<file path="config.mk">
export PLATFORM = sky130hd
export DESIGN_NAME = plc_cluster
export DESIGN_NICKNAME = d
export VERILOG_FILES = /design/src/shared/plc_pkg.sv /design/src/rtl/plc_cluster.sv
export SDC_FILE = /design/constraint.sdc
export NUM_CORES = 1
export LEC_CHECK = 0
export ABC_AREA = 1
export BUFFER_PORTS_ARGS = -buffer_cell sky130_fd_sc_hd__buf_4
export CAP_MARGIN = 25
export CORE_MARGIN = 2
export CORE_UTILIZATION = 36
export CTS_BUF_LIST = sky130_fd_sc_hd__clkbuf_2 sky130_fd_sc_hd__clkbuf_4 sky130_fd_sc_hd__clkbuf_8
export DETAILED_ROUTE_END_ITERATION = 16
export GPL_TIMING_DRIVEN = 0
export PLACE_DENSITY = 0.56
export SLEW_MARGIN = 20
export SYNTH_ARGS = -nofsm -noshare
export SYNTH_HDL_FRONTEND = slang
export SYNTH_SLANG_ARGS = --single-unit
</file>
<file path="constraint.sdc">
create_clock -name clk -period 5.2 [get_ports clk]
set_input_delay 1.04 -clock clk [delete_from_list [all_inputs] [get_ports clk]]
set_output_delay 1.04 -clock clk [all_outputs]
set_load 0.01 [all_outputs]
</file>
<file path="src/shared/plc_pkg.sv">
// constants, field layouts and carrier types for the programmable logic cell cluster
package plc_pkg;

  localparam int PLC_NCELL = 8;
  localparam int PLC_AW = 12;
  localparam int PLC_DW = 32;

  // register byte offsets
  localparam logic [PLC_AW-1:0] PLC_CTRL_OFS = 12'h000;
  localparam logic [PLC_AW-1:0] PLC_STAT_OFS = 12'h004;
  localparam logic [PLC_AW-1:0] PLC_CELL_OFS = 12'h020;

  // reset values
  localparam logic [PLC_DW-1:0] PLC_CTRL_RST = 32'h0000_0000;
  localparam logic [PLC_DW-1:0] PLC_CELL_RST = 32'h0000_0000;

  // status field position of the shared control line levels
  localparam int PLC_STAT_LN_POS = 8;

  // cell modes
  localparam logic [1:0] PLC_MODE_NORMAL = 2'h0;
  localparam logic [1:0] PLC_MODE_ARITH = 2'h1;
  localparam logic [1:0] PLC_MODE_UPDN = 2'h2;
  localparam logic [1:0] PLC_MODE_CLRCNT = 2'h3;

  // register data sources
  localparam logic [1:0] PLC_RSRC_TABLE = 2'h0;
  localparam logic [1:0] PLC_RSRC_PACK3 = 2'h1;
  localparam logic [1:0] PLC_RSRC_PACK4 = 2'h2;

  // clock line sources
  localparam logic [1:0] PLC_CSRC_PIN = 2'h0;
  localparam logic [1:0] PLC_CSRC_GLB = 2'h1;
  localparam logic [1:0] PLC_CSRC_IO = 2'h2;
  localparam logic [1:0] PLC_CSRC_LOC = 2'h3;

  // clear and preset line sources
  localparam logic [1:0] PLC_XSRC_GLB = 2'h0;
  localparam logic [1:0] PLC_XSRC_IO = 2'h1;
  localparam logic [1:0] PLC_XSRC_LOC = 2'h2;
  localparam logic [1:0] PLC_XSRC_OFF = 2'h3;

  typedef struct packed {
    logic [2:0] rsvd;
    logic casc_or;
    logic casc_en;
    logic pre_use;
    logic clr_use;
    logic clk_sel;
    logic glb_from_reg;
    logic loc_from_reg;
    logic ce_en;
    logic [1:0] reg_src;
    logic cin_as_in;
    logic [1:0] mode;
    logic [15:0] lut;
  } plc_cell_cfg_s;

  typedef struct packed {
    logic [19:0] rsvd;
    logic [1:0] pre_src;
    logic [1:0] clr_src;
    logic [1:0] clk1_src;
    logic [1:0] clk0_src;
    logic [3:0] inv;
  } plc_ctrl_s;

  typedef struct packed {
    logic psel;
    logic penable;
    logic pwrite;
    logic [PLC_AW-1:0] paddr;
    logic [PLC_DW-1:0] pwdata;
  } plc_apb_req_s;

  typedef struct packed {
    logic [PLC_DW-1:0] prdata;
    logic pready;
    logic pslverr;
  } plc_apb_rsp_s;

endpackage : plc_pkg

</file>
<file path="src/rtl/plc_cluster.sv">
// cluster of programmable logic cells with shared control lines and an apb configuration port
`timescale 1ns/1ps
`default_nettype none
module plc_cluster
  import plc_pkg::*;
#(
  parameter int NCELL = PLC_NCELL
) (
  // clock, reset and freeze
  input wire logic clk,
  input wire logic rstn,
  input wire logic ce,
  // configuration bus
  input wire plc_apb_req_s apb_req,
  output plc_apb_rsp_s apb_rsp,
  // control sources
  input wire logic [1:0] ded_clk_pin,
  input wire logic [3:0] io_in,
  input wire logic [3:0] global_in,
  input wire logic [3:0] local_ctrl,
  // cell data inputs, bit 0 is first_cell_input
  input wire logic [NCELL-1:0][3:0] cell_data,
  // chain ends
  input wire logic carry_in,
  input wire logic cascade_in,
  output logic carry_out,
  output logic cascade_out,
  // cell outputs
  output logic [NCELL-1:0] local_out,
  output logic [NCELL-1:0] global_routing_out
);

  // refuse cluster sizes the address map and status word cannot hold
  if (NCELL < 1 || NCELL > 8) begin : g_bad_ncell
    $error("plc_cluster: NCELL must be 1 to 8");
  end

  // word index of a cell configuration access
  function automatic logic [2:0] cell_index(input logic [PLC_AW-1:0] a);
    logic [PLC_AW-1:0] rel;
    rel = a - PLC_CELL_OFS;
    return rel[4:2];
  endfunction : cell_index

  // table lookup shared by every mode
  function automatic logic lut_pick(input logic [15:0] mask, input logic [3:0] idx);
    return mask[idx];
  endfunction : lut_pick

  // configuration state
  plc_ctrl_s ctrl_r;
  plc_cell_cfg_s [NCELL-1:0] cfg_r;
  logic [PLC_DW-1:0] prdata_r;
  logic [NCELL-1:0] q_r;

  // pin synchronisers: ded clocks in bits 1:0, io in bits 5:2
  logic [5:0] pin_s1_r;
  logic [5:0] pin_s2_r;
  logic [5:0] pin_s3_r;
  logic [5:0] pin_f_r;
  logic [1:0] clk_prev_r;

  // bus decode
  wire acc = apb_req.psel & apb_req.penable;
  wire setup = apb_req.psel & ~apb_req.penable;
  wire hit_ctrl = (apb_req.paddr == PLC_CTRL_OFS);
  wire hit_stat = (apb_req.paddr == PLC_STAT_OFS);
  wire [2:0] cidx = cell_index(apb_req.paddr);
  wire hit_cell = (apb_req.paddr >= PLC_CELL_OFS) && (apb_req.paddr[1:0] == 2'h0) &&
                  ((apb_req.paddr - PLC_CELL_OFS) < PLC_AW'(4 * NCELL));
  wire mapped = hit_ctrl | hit_stat | hit_cell;
  wire bad = ~mapped | (apb_req.pwrite & hit_stat);
  wire wr_ok = acc & ce & apb_req.pwrite & ~bad;

  // shared control line selection and polarity
  wire [5:0] pin_raw = {io_in, ded_clk_pin};
  logic [3:0] ln_raw;
  logic [3:0] ln;
  logic [1:0] ctick;

  // clock lines take pins, global, io or local; clear and preset never take clock pins
  always_comb begin
    for (int j = 0; j < 2; j++) begin
      case (j == 0 ? ctrl_r.clk0_src : ctrl_r.clk1_src)
        PLC_CSRC_PIN: ln_raw[j] = pin_f_r[j];
        PLC_CSRC_GLB: ln_raw[j] = global_in[j];
        PLC_CSRC_IO: ln_raw[j] = pin_f_r[2+j];
        PLC_CSRC_LOC: ln_raw[j] = local_ctrl[j];
        default: ln_raw[j] = 1'b0;
      endcase
    end
    for (int j = 2; j < 4; j++) begin
      case (j == 2 ? ctrl_r.clr_src : ctrl_r.pre_src)
        PLC_XSRC_GLB: ln_raw[j] = global_in[j];
        PLC_XSRC_IO: ln_raw[j] = pin_f_r[2+j];
        PLC_XSRC_LOC: ln_raw[j] = local_ctrl[j];
        default: ln_raw[j] = 1'b0;
      endcase
    end
    ln = ln_raw ^ ctrl_r.inv;
    ctick = ln[1:0] & ~clk_prev_r;
  end

  // per-cell datapath and chains
  logic [NCELL:0] cy;
  logic [NCELL:0] cs;
  logic [NCELL-1:0] fn;
  logic [NCELL-1:0] gout;
  logic [NCELL-1:0] rdat;
  logic [NCELL-1:0] en;
  logic [NCELL-1:0] clr;
  logic [NCELL-1:0] pre;
  logic [3:0] idx [NCELL];

  // carry and cascade ripple from cell 0 upward
  always_comb begin
    cy[0] = carry_in;
    cs[0] = cascade_in;
    for (int i = 0; i < NCELL; i++) begin
      case (cfg_r[i].mode)
        PLC_MODE_NORMAL: begin
          idx[i] = {(cfg_r[i].reg_src == PLC_RSRC_PACK3) ? 1'b0 : cell_data[i][3],
                    cfg_r[i].cin_as_in ? cy[i] : cell_data[i][2],
                    cell_data[i][1], cell_data[i][0]};
          fn[i] = lut_pick(cfg_r[i].lut, idx[i]);
          cy[i+1] = 1'b0;
        end
        PLC_MODE_ARITH: begin
          idx[i] = {1'b0, cy[i], cell_data[i][2], cell_data[i][1]};
          fn[i] = lut_pick(cfg_r[i].lut, idx[i]);
          cy[i+1] = lut_pick(cfg_r[i].lut, {1'b1, idx[i][2:0]});
        end
        default: begin
          // counter modes: data and carry functions of carry-in, direction and feedback
          idx[i] = {1'b0, cy[i], cell_data[i][1], q_r[i]};
          fn[i] = lut_pick(cfg_r[i].lut, idx[i]);
          cy[i+1] = lut_pick(cfg_r[i].lut, {1'b1, idx[i][2:0]});
        end
      endcase
      if (cfg_r[i].casc_en) begin
        gout[i] = cfg_r[i].casc_or ? (fn[i] | cs[i]) : (fn[i] & cs[i]);
      end else begin
        gout[i] = fn[i];
      end
      cs[i+1] = gout[i];
      case (cfg_r[i].mode)
        PLC_MODE_UPDN: rdat[i] = cell_data[i][3] ? cell_data[i][2] : gout[i];
        PLC_MODE_CLRCNT: rdat[i] = cell_data[i][3] ? 1'b0 : gout[i];
        default: rdat[i] = (cfg_r[i].reg_src == PLC_RSRC_TABLE) ? gout[i] : cell_data[i][3];
      endcase
      en[i] = ctick[cfg_r[i].clk_sel] & (~cfg_r[i].ce_en | cell_data[i][0]);
      clr[i] = cfg_r[i].clr_use & ln[2];
      pre[i] = cfg_r[i].pre_use & ln[3];
    end
  end

  // outputs: local and global each pick register or table, independently
  assign carry_out = cy[NCELL];
  assign cascade_out = cs[NCELL];

  generate
    for (genvar i = 0; i < NCELL; i++) begin : g_out
      assign global_routing_out[i] = cfg_r[i].glb_from_reg ? q_r[i] : gout[i];
      // local output chooses on its own, so a packed cell can split register and table
      assign local_out[i] = cfg_r[i].loc_from_reg ? q_r[i] : gout[i];
    end
  endgenerate

  // bus answer: zero wait while running, held off while frozen
  assign apb_rsp.pready = ce;
  assign apb_rsp.pslverr = acc & bad;
  assign apb_rsp.prdata = prdata_r;

  // read data captured in the setup cycle
  logic [PLC_DW-1:0] rd_nxt;
  assign rd_nxt = hit_ctrl ? PLC_DW'(ctrl_r) :
                  hit_stat ? (PLC_DW'(ln) << PLC_STAT_LN_POS) | PLC_DW'(q_r) :
                  hit_cell ? PLC_DW'(cfg_r[cidx]) : 32'h0000_0000;

  // configuration registers and read capture
  always_ff @(posedge clk) begin
    if (!rstn) begin
      ctrl_r <= plc_ctrl_s'(PLC_CTRL_RST);
      cfg_r <= {NCELL{plc_cell_cfg_s'(PLC_CELL_RST)}};
      prdata_r <= 32'h0000_0000;
    end else if (ce) begin
      if (wr_ok && hit_ctrl) ctrl_r <= plc_ctrl_s'(apb_req.pwdata);
      if (wr_ok && hit_cell) cfg_r[cidx] <= plc_cell_cfg_s'(apb_req.pwdata);
      if (setup) prdata_r <= rd_nxt;
    end
  end

  // pin synchronisers with agreement filter, and clock line history
  always_ff @(posedge clk) begin
    if (!rstn) begin
      pin_s1_r <= 6'h00;
      pin_s2_r <= 6'h00;
      pin_s3_r <= 6'h00;
      pin_f_r <= 6'h00;
      clk_prev_r <= 2'h0;
    end else if (ce) begin
      pin_s1_r <= pin_raw;
      pin_s2_r <= pin_s1_r;
      pin_s3_r <= pin_s2_r;
      pin_f_r <= (pin_s2_r & pin_s3_r) | (pin_f_r & (pin_s2_r | pin_s3_r));
      clk_prev_r <= ln[1:0];
    end
  end

  // cell registers: clear beats preset beats enabled load
  always_ff @(posedge clk) begin
    if (!rstn) begin
      q_r <= '0;
    end else if (ce) begin
      for (int i = 0; i < NCELL; i++) begin
        if (clr[i]) q_r[i] <= 1'b0;
        else if (pre[i]) q_r[i] <= 1'b1;
        else if (en[i]) q_r[i] <= rdat[i];
      end
    end
  end

  wire c0_quiet = ce & ~clr[0] & ~pre[0];
endmodule : plc_cluster
`default_nettype wire

</file>
Word-level counts from Yosys, hierarchy flattened. Index checks and enable logic that the tools add are counted.

Flip-flop bits (word level): 354. Latch bits: 0. Memory bits (writable): 0. Memory bits (read-only): 0. Output and inout port bits: 52. Memories kept: 0.

Add/subtract/negate cells: 1. Multiply operators: 0. Divide/modulo/power cells: 0. Magnitude comparators: 52. Equal/unequal tests: 43. Shifts and indexed selects: 0. Multiplexer cells: 228. Bitwise logic cells: 77. Reductions and logical operators: 46.

Operator list (count): bitwise mux 256 bit (1); 2-to-1 mux 32 bit (5); 2-to-1 mux 1 bit (152); less-than comparator 4 x 5 -> 1 bit, second input constant (24); binary-select mux 1 bit (select 3 bit) (32); binary-select mux 32 bit (select 3 bit) (1); demux 32 bit (select 3 bit) (1); less-than comparator 3 x 5 -> 1 bit, second input constant (16); one-hot mux 1 bit (2 select lines) (24); == test 2 bit, second input constant (22); logical NOT 2 bit (21); == test 2 x 1 -> 1 bit, second input constant (20); bitwise AND 1 bit (39); binary-select mux 1 bit (select 4 bit) (8); nonzero test 3 bit (8); AND reduction 2 bit (11); bitwise OR 1 bit (19); less-than comparator 1 x 2 -> 1 bit, second input constant (8); bitwise AND 6 bit (2); == test 12 x 3 -> 1 bit, second input constant (1); >= comparator 12 x 6 -> 1 bit, second input constant (1); logical NOT 12 bit (1); less-than comparator 12 x 6 -> 1 bit, second input constant (1); bitwise OR 12 x 8 -> 12 bit (1); other kinds (11) (28).

Depth between registers and ports, before layout. Gate-level depths: netlist of run 1.

Depth in word-level cells: 34. Gate-level depth with buffers: 38.

Least setup slack after synthesis of run 1. Ideal clock, no wire load.

Path type: input -> output. Start point: in cell_data[2] (netlist bit). End point: out global_routing_out[7]. Arrival time: 3.772 ns. Path slack: 0.388 ns. Stages on the path: 32. Path buffers: 1. Path through: buf_2 inv_1 nand3_1 nand3_1 nand3_2 nand2_4 nand2_1 nand3_2 nand3_1 nand3_4 nand2_4 nand2_2 nand3_4 nand2_4 nand2_1 nand3_2 nand2_4 nand2_2 nand3_4 nand2_4 nand2_1 nand3_2 nand2_4 nand2_2 nand3_1 nand3_1 nand2_1 nand2_1 nand2_1 nand3_2 nand2_2 o21ai_0.

Longest elaborated chain between the ends: 29.

RTL lines: start, declared (line plc_cluster.sv:22) `input wire logic [NCELL-1:0][3:0] cell_data,`; binary-select mux 1 bit (select 3 bit) / 2-to-1 mux 1 bit (equally long branches) (line plc_cluster.sv:47, plc_cluster.sv:123); 2-to-1 mux 1 bit (not written as such) / binary-select mux 1 bit (select 4 bit) (equally long branches) (line plc_cluster.sv:47) `return mask[idx];`; one-hot mux 1 bit (2 select lines) / 2-to-1 mux 1 bit (equally long branches) (line plc_cluster.sv:120, plc_cluster.sv:47); binary-select mux 1 bit (select 3 bit), or another cell as far along (line plc_cluster.sv:47); 2-to-1 mux 1 bit (not written as such), or another cell as far along (line plc_cluster.sv:47); one-hot mux 1 bit (2 select lines), or another cell as far along (line plc_cluster.sv:120) `case (cfg_r[i].mode)`; binary-select mux 1 bit (select 3 bit), or another cell as far along (line plc_cluster.sv:47); 2-to-1 mux 1 bit (not written as such), or another cell as far along (line plc_cluster.sv:47); (+13 left out); 2-to-1 mux 1 bit, or another cell as far along (line plc_cluster.sv:123) `cfg_r[i].cin_as_in ? cy[i] : cell_data[i][2],`; binary-select mux 1 bit (select 4 bit), or another cell as far along (line plc_cluster.sv:47); 2-to-1 mux 1 bit, on equally long branches (line plc_cluster.sv:47, plc_cluster.sv:141); one-hot mux 1 bit (2 select lines) / 2-to-1 mux 1 bit (equally long branches) (line plc_cluster.sv:120, plc_cluster.sv:140); bitwise AND 1 bit / bitwise OR 1 bit (equally long branches) (line plc_cluster.sv:141) `gout[i] = cfg_r[i].casc_or ? (fn[i] | cs[i]) : (fn[i] & cs[i]);`; 2-to-1 mux 1 bit (line plc_cluster.sv:141); 2-to-1 mux 1 bit (*) (line plc_cluster.sv:140) `if (cfg_r[i].casc_en) begin`; 2-to-1 mux 1 bit (*) (line plc_cluster.sv:163) `assign global_routing_out[i] = cfg_r[i].glb_from_reg ? q_r[i] : gout[i];`; end, declared (line plc_cluster.sv:30) `output logic [NCELL-1:0] global_routing_out`.

Mark *: on every way between the ends. The rest lies on a longest branch, timed or not. The select of a mux whose other input is x is not followed.

Final worst setup path of run 1.
Start point: in cell_data[5] (netlist bit). End point: out local_out[6].

Longest elaborated chain between the ends: 23.

RTL lines: binary-select mux 1 bit (select 3 bit) (line plc_cluster.sv:47); 2-to-1 mux 1 bit (not written as such) (line plc_cluster.sv:47); one-hot mux 1 bit (2 select lines) (line plc_cluster.sv:120); binary-select mux 1 bit (select 3 bit) / 2-to-1 mux 1 bit (equally long branches) (line plc_cluster.sv:47, plc_cluster.sv:123); 2-to-1 mux 1 bit (not written as such) / binary-select mux 1 bit (select 4 bit) (equally long branches) (line plc_cluster.sv:47); one-hot mux 1 bit (2 select lines) / 2-to-1 mux 1 bit (equally long branches) (line plc_cluster.sv:120, plc_cluster.sv:47); binary-select mux 1 bit (select 3 bit), or another cell as far along (line plc_cluster.sv:47); 2-to-1 mux 1 bit (not written as such), or another cell as far along (line plc_cluster.sv:47); (+7 left out); 2-to-1 mux 1 bit, or another cell as far along (line plc_cluster.sv:123); binary-select mux 1 bit (select 4 bit), or another cell as far along (line plc_cluster.sv:47); 2-to-1 mux 1 bit, on equally long branches (line plc_cluster.sv:47, plc_cluster.sv:141); one-hot mux 1 bit (2 select lines) / 2-to-1 mux 1 bit (equally long branches) (line plc_cluster.sv:120, plc_cluster.sv:140); bitwise AND 1 bit / bitwise OR 1 bit (equally long branches) (line plc_cluster.sv:141); 2-to-1 mux 1 bit (line plc_cluster.sv:141); 2-to-1 mux 1 bit (*) (line plc_cluster.sv:140); 2-to-1 mux 1 bit (*) (line plc_cluster.sv:165) `assign local_out[i] = cfg_r[i].loc_from_reg ? q_r[i] : gout[i];`; end, declared (line plc_cluster.sv:29) `output logic [NCELL-1:0] local_out,`.

Marked as above.

==> impl_metrics.tcl, run 1 <==
set metrics [dict create \
    status "complete, but fails checks" \
    violations "negative setup slack" \
    start_kind "input port" \
    clkLatencyLatePin_ns 0.66 \
    clkPwrFrac 0.460 \
    numCtsBuffers 66 \
    skew_ns 0.0371 \
    syn_to_final_growth_pct 21.1 \
    ff_latch_area_um2 7100 \
    pin_count 150 \
    seq_power_share 0.422 \
    ys_types 50 \
    syn-cell-area_um2 19200 \
    critPathBufInv 9 \
    drv_cap 0 \
    hp-start "ctrl_r[16]$_SDFFE_PN0P_" \
    syn_avg_cell_area_um2 6.46 \
    cp_slowest_cell "nand3b_1" \
    start_util 0.364 \
    max_slew.worst_pin.slew_ns 1.14 \
    final_area_um2 23200 \
    core_area_um2 52700 \
    overflow 0 \
    synth_edf_count 0 \
    fin_ws_ns -0.335 \
    dieArea_um2 55200 \
    clock-root-buffer "clkbuf_8" \
    combPwrFrac 0.118 \
    cts_tree "built" \
    fin_util 0.441 \
    hold_viol_final 0 \
    slew_viol_final 0 \
    grt_max_degree 11 \
    drtPass1Iterations 6 \
    ir_worst_vdd_mv 0.161 \
    critPathArrivalTime_ns 4.49 \
    fillCellCount 5516 \
    synth-main-ff-cell "dfxtp_1" \
    grt_antenna_before_repair 4 \
    fmax_ghz 0.181 \
    crit_family "simple AND/OR/NAND/NOR gates" \
    timing.rr.end "q_r[6]$_SDFFE_PN0P_" \
    rsz0062_at_grt "true" \
    grt_pass1_wl_um 143000 \
    p_switching_uw 1840 \
    vias_per_cell 5.83 \
    fp-row-count 84 \
    p_sw_frac 0.284 \
    fin_nets 3283 \
    placed_cell_area_um2 21000 \
    min_path_cells 2 \
    ys_seq_area_frac 0.369 \
    cts.clk_slew.worst_paths_ns 0.06 \
    grt_util_all_layers 0.352 \
    end_kind "primary output" \
    p_per_area_nw_per_um2 279 \
    drc 0 \
    num_antenna_cells 0 \
    hold_class "reg -> reg" \
    setup_viol 8 \
    yosysWarnings 0 \
    clock_path_buffers 3 \
    whs_endpoint "ctrl_r[16]$_SDFFE_PN0P_" \
    dp_hpwl_um 75700 \
    htreeDepth 3 \
    syn-instance-count 2969 \
    grt_pass1_vias 21459 \
    fin_crit_sh 1.06 \
    cp_num_cells 30 \
    die_w_um 235 \
    finalCriticalPeriod_ns 5.53 \
    dp_slack_ns -1.14 \
    multi_input_area_um2 11000 \
    crit_type "in -> out" \
    synthArstFlopShare 0 \
    max_stage_delay_ns 0.27 \
    wl_um 100000 \
    synth-seq-cells 354 \
    whs_ns 0.460 \
    r2r-start "q_r[0]$_SDFFE_PN0P_" \
    r2r.worst_path.cells 34 \
    vias 22837 \
    path_max_fanout 10 \
    crit_top_cell "nand2_4" \
    drive_above_1_share 0.132 \
    p_int_uw 4650 \
    drtIter0Drc 2813 \
    synthesis.nets 3068 \
    p_leak_uw 0.00933 \
    port_buffers 116 \
    regToRegSetupSlack_ns 0.86 \
    critPathRequiredTime_ns 4.16 \
    maxSlewHeadroom 0.243 \
    cts_sinks 354 \
    place_congestion 1.04 \
    die_h_um 235 \
    avgRoutedWirePerCell_um 25.6 \
    holdBufCountCts 0 \
    ant_nets 0 \
]
worst register-to-register path, delay by kind of cell, from the launching register on:
kind                   cells  cell delay (ns)
AO/OA/AOI/OAI              5             0.80
buffers and inverters      6             0.68
flip-flops                 1             0.36
AND/OR/NAND/NOR           23             2.38
state kept, by name, indices dropped and copies added, names as in the netlist:
signal	flops
pin_s1_r	6
clk_prev_r	2
q_r	8
pin_s2_r	6
pin_f_r	6
cfg_r	256
pin_s3_r	6
prdata_r	32
ctrl_r	32
per-layer routing:
layer	global-route usage	share of wire	vias to the layer above	routed length (µm)
met4	0.245	0.076	0	7630
met5	0	0	-	0
met2	0.541	0.43	1283	43600
met3	0.0654	0.091	316	9140
met1	0.446	0.40	10796	40100
li1	-	-	10442	-
worst max-delay path by stage:
stage	from	end	slack, ns
2_1_floorplan	cell_data[2]	global_routing_out[7]	0.39
3_3_place_gp	cell_data[2]	local_out[7]	-1.14
3_5_place_dp	cell_data[2]	global_routing_out[7]	-1.14
4_1_cts	cell_data[1]	global_routing_out[7]	-0.27
5_1_grt	q_r[0]$_SDFFE_PN0P_	local_out[6]	-0.49
6_report	cell_data[5]	local_out[6]	-0.33
kinds of logic after synthesis:
kind of cell | Yosys count | synth area share
compound gates | 890 | 0.259
xor+xnor | 5 | 0.00228
fa+ha+maj | 1 | 0.000652
buf+inv | 422 | 0.0841
flops | 354 | 0.369
simple gates | 1297 | 0.284
through the flow:
| step | total power, µW | setup TNS [ns] | std cells |
|---|---|---|---|
| 3_3_place_gp | 3480 | -32.20 | 3773 |
| 5_1_grt | 6640 | -3.06 | 3917 |
| 2_1_floorplan | 3120 | 0 | 2969 |
| 6_report | 6490 | -1.81 | 3917 |
| 4_1_cts | 6440 | -1.22 | 3908 |
| 3_5_place_dp | 3490 | -30.15 | 3777 |
power groups by stage:
| stage | Clock, µW | Sequential (µW) | Combinational [µW] |
|---|---|---|---|
| finish | 2980 | 2740 | 765 |
| global route | 3100 | 2740 | 793 |
| CTS | 2980 | 2740 | 723 |
| detailed placement | 0 | 2800 | 686 |
| global placement | 0 | 2800 | 678 |
| floorplan | 0 | 2800 | 320 |
synthesized netlist by cell type, types with 8 or more instances:
master	count	area, µm²
nor2_1	466	1750
dfxtp_1	354	7090
a21boi_0	17	128
nand3_1	223	1120
a211oi_1	8	60.1
o211ai_1	28	210
inv_1	192	721
inv_2	10	37.5
clkbuf_1	176	661
a31oi_1	29	181
buf_2	9	45.0
nand3b_1	10	75.1
nand2_1	547	2050
nand2_2	10	62.6
buf_1	25	93.8
o221ai_1	74	648
a21oi_1	214	1070
o21ai_0	493	2470
nand3_2	11	110
cell usage in the layout, fill, tap and decap left out, types with 7 or more instances in the layout:
| master | netlist | routed |
|---|---|---|
| o211ai_1 | 28 | 28 |
| clkbuf_2 | 0 | 7 |
| buf_2 | 9 | 13 |
| dfxtp_1 | 354 | 345 |
| nand2_1 | 547 | 519 |
| nor2_1 | 466 | 460 |
| o21ai_1 | 4 | 11 |
| nand3_1 | 223 | 198 |
| nand2_4 | 7 | 23 |
| buf_6 | 1 | 15 |
| nand3b_1 | 10 | 10 |
| nand3_2 | 11 | 21 |
| nand3_4 | 5 | 20 |
| a21oi_1 | 214 | 214 |
| clkbuf_8 | 0 | 84 |
| inv_1 | 192 | 188 |
| clkbuf_1 | 176 | 169 |
| o21ai_0 | 493 | 479 |
| buf_4 | 2 | 137 |
| a31oi_1 | 29 | 29 |
| buf_1 | 25 | 16 |
| clkbuf_4 | 0 | 22 |
| a21boi_0 | 17 | 16 |
| nand2_2 | 10 | 19 |
| inv_2 | 10 | 14 |
| dfxtp_2 | 0 | 9 |
| a211oi_1 | 8 | 8 |
| o221ai_1 | 74 | 74 |
what timing repair did:
item                                    CTS  global route
pin swaps                                33            30
endpoints found under the setup margin   11            42
setup buffers                            17             8
cloned                                    1             0
resized for setup                       132            34
final cells by class:
| class | instances | share of cell area |
|---|---|---|
| flip-flops and latches | 354 | 0.305 |
| clock inverters | 7 | 0.00377 |
| repair buffers | 147 | 0.0505 |
| multi-input cells | 2193 | 0.474 |
| inverters | 209 | 0.0341 |
| well taps | 688 | 0.0370 |
| clock buffers | 106 | 0.0569 |
| plain buffers | 213 | 0.0380 |
Power figures use the tool's default switching activity.
==> run 2: changes to the inputs <==
==> constraint.sdc (replaced) <==
create_clock -name clk -period 6 [get_ports clk]
set_input_delay 1.2 -clock clk [delete_from_list [all_inputs] [get_ports clk]]
set_output_delay 1.2 -clock clk [all_outputs]
set_load 0.01 [all_outputs]
==> impl_metrics.tcl, run 2 (synthesis results as in run 1) <==
set metrics [dict create \
    status "completed" \
    clkPwrFrac 0.461 \
    fin_nets 3273 \
    timing.rr.end "q_r[6]$_SDFFE_PN0P_" \
    fin_crit_sh 0.997 \
    drtIter0Drc 3110 \
    pin_count 150 \
    hold_viol_final 0 \
    crit_type "in -> out" \
    fin_util 0.436 \
    path_max_fanout 8 \
    holdBufCountCts 0 \
    vias_per_cell 5.85 \
    end_kind "primary output" \
    dieArea_um2 55200 \
    die_w_um 235 \
    placed_cell_area_um2 21000 \
    die_h_um 235 \
    cts_sinks 354 \
    max_slew.worst_pin.slew_ns 1.15 \
    numCtsBuffers 66 \
    largest-register "cfg_r" \
    finalCriticalPeriod_ns 5.98 \
    mostFrequentLayoutCells "525 x nand2_1, 484 x o21ai_0, 461 x nor2_1" \
    fillCellCount 5549 \
    drc 0 \
    start_kind "input port" \
    seq_power_share 0.423 \
    combPwrFrac 0.116 \
    cts.clk_slew.worst_paths_ns 0.06 \
    port_buffers 116 \
    hp-start "ctrl_r[16]$_SDFFE_PN0P_" \
    grt_pass1_wl_um 143000 \
    critPathArrivalTime_ns 4.78 \
    fmax_ghz 0.167 \
    fp-row-count 84 \
    wl_um 101000 \
    top_regs "cfg_r: 256 flops, ctrl_r: 32 flops, prdata_r: 32 flops" \
    num_antenna_cells 0 \
    startpoint "cell_data[2]" \
    dp_slack_ns -0.664 \
    grt_antenna_before_repair 4 \
    cts_tree "built" \
    layout_commonest_cell "nand2_1" \
    grt_max_degree 13 \
    final_area_um2 23000 \
    clock-root-buffer "clkbuf_8" \
    p_int_uw 4020 \
    r2r-start "cfg_r[16]$_SDFFE_PN0P_" \
    ir_worst_vdd_mv 0.140 \
    slew_viol_final 0 \
    endpoint "global_routing_out[5]" \
    max_stage_delay_ns 0.45 \
    vias 22841 \
    clock_path_buffers 3 \
    cp_slowest_cell "o21ai_0" \
    hold_class "reg -> reg" \
    drtPass1Iterations 7 \
    grt_pass1_vias 21211 \
    core_area_um2 52700 \
    drive_above_1_share 0.121 \
    htreeDepth 3 \
    p_leak_uw 0.00920 \
    critPathRequiredTime_ns 4.80 \
    regToRegSetupSlack_ns 1.46 \
    skew_ns 0.0398 \
    dp_hpwl_um 75700 \
    syn_to_final_growth_pct 19.7 \
    p_per_area_nw_per_um2 244 \
    largest_reg_flops 256 \
    setup-tns-final_ns 0 \
    fin_ws_ns 0.0203 \
    p_sw_frac 0.285 \
    r2r.worst_path.cells 30 \
    overflow 0 \
    setup_viol 0 \
    maxSlewHeadroom 0.236 \
    ant_nets 0 \
    p_switching_uw 1600 \
    grt_util_all_layers 0.351 \
    avgRoutedWirePerCell_um 25.7 \
    place_congestion 1.04 \
    drv_cap 0 \
    start_util 0.364 \
    clkLatencyLatePin_ns 0.66 \
]
==> run 2: cell count changes in the layout (fill, tap and decap cells not counted), sizes merged <==
cell | previous run | this run
inv | 203 | 202
clkinvlp | 1 | 2
buf | 184 | 173
clkbuf | 282 | 283
==> run 2: worst min path at each step <==
stage	to	cells after the start
4_1_cts	ctrl_r[16]$_SDFFE_PN0P_	2
3_5_place_dp	ctrl_r[16]$_SDFFE_PN0P_	2
3_3_place_gp	ctrl_r[25]$_SDFFE_PN0P_	2
5_1_grt	ctrl_r[18]$_SDFFE_PN0P_	2
6_report	ctrl_r[16]$_SDFFE_PN0P_	2
2_1_floorplan	cfg_r[149]$_SDFFE_PN0P_	2
==> run 2: per-layer routing <==
layer  track usage  routed length, µm  share of wire  vias to the layer above
met4         0.235               7440          0.074                        0
met2         0.538              43600           0.43                     1275
met5             0                  0              0                        -
li1              -                  -              -                    10425
met1         0.447              40500           0.40                    10811
met3        0.0698               9000          0.090                      330
==> run 2: worst max-delay path, delay by kind of cell <==
| family | cells | cell delay (ns) |
|---|---|---|
| compound gates | 2 | 0.52 |
| buf+inv | 5 | 0.78 |
| simple gates | 19 | 2.25 |
==> run 2: power by group through the flow <==
stage                     Sequential, µW  Clock [µW]  Combinational, µW
final                               2370        2590                651
after global routing                2380        2690                673
after CTS                           2370        2580                606
after detailed placement            2430           0                595
after global placement              2430           0                587
after floorplan                     2430           0                277
==> run 2: cell type report <==
type	instances	area, µm²	share of cell area
multi-input cells	2193	10900	0.475
flip-flops and latches	354	7090	0.309
plain buffers	211	852	0.0371
clock buffers	106	1320	0.0575
well taps	688	861	0.0375
clock inverters	7	87.6	0.00381
repair buffers	139	1060	0.0463
inverters	209	797	0.0347
==> run 2: what timing repair did <==
| action | in CTS | in global routing |
|---|---|---|
| setup endpoints to repair | 8 | 7 |
| endpoints found under the hold margin | 0 | 0 |
| buffers inserted | 5 | 14 |
| pin swaps | 10 | 28 |
| gates resized for setup | 26 | 85 |
==> run 2: stage by stage <==
stage               hold slack [ns]  total power (µW)  std cells
global route                  0.475              5740       3907
global placement              0.452              3010       3773
finish                        0.461              5610       3907
detailed placement            0.456              3020       3777
floorplan                     0.439              2700       2969
CTS                           0.465              5560       3893
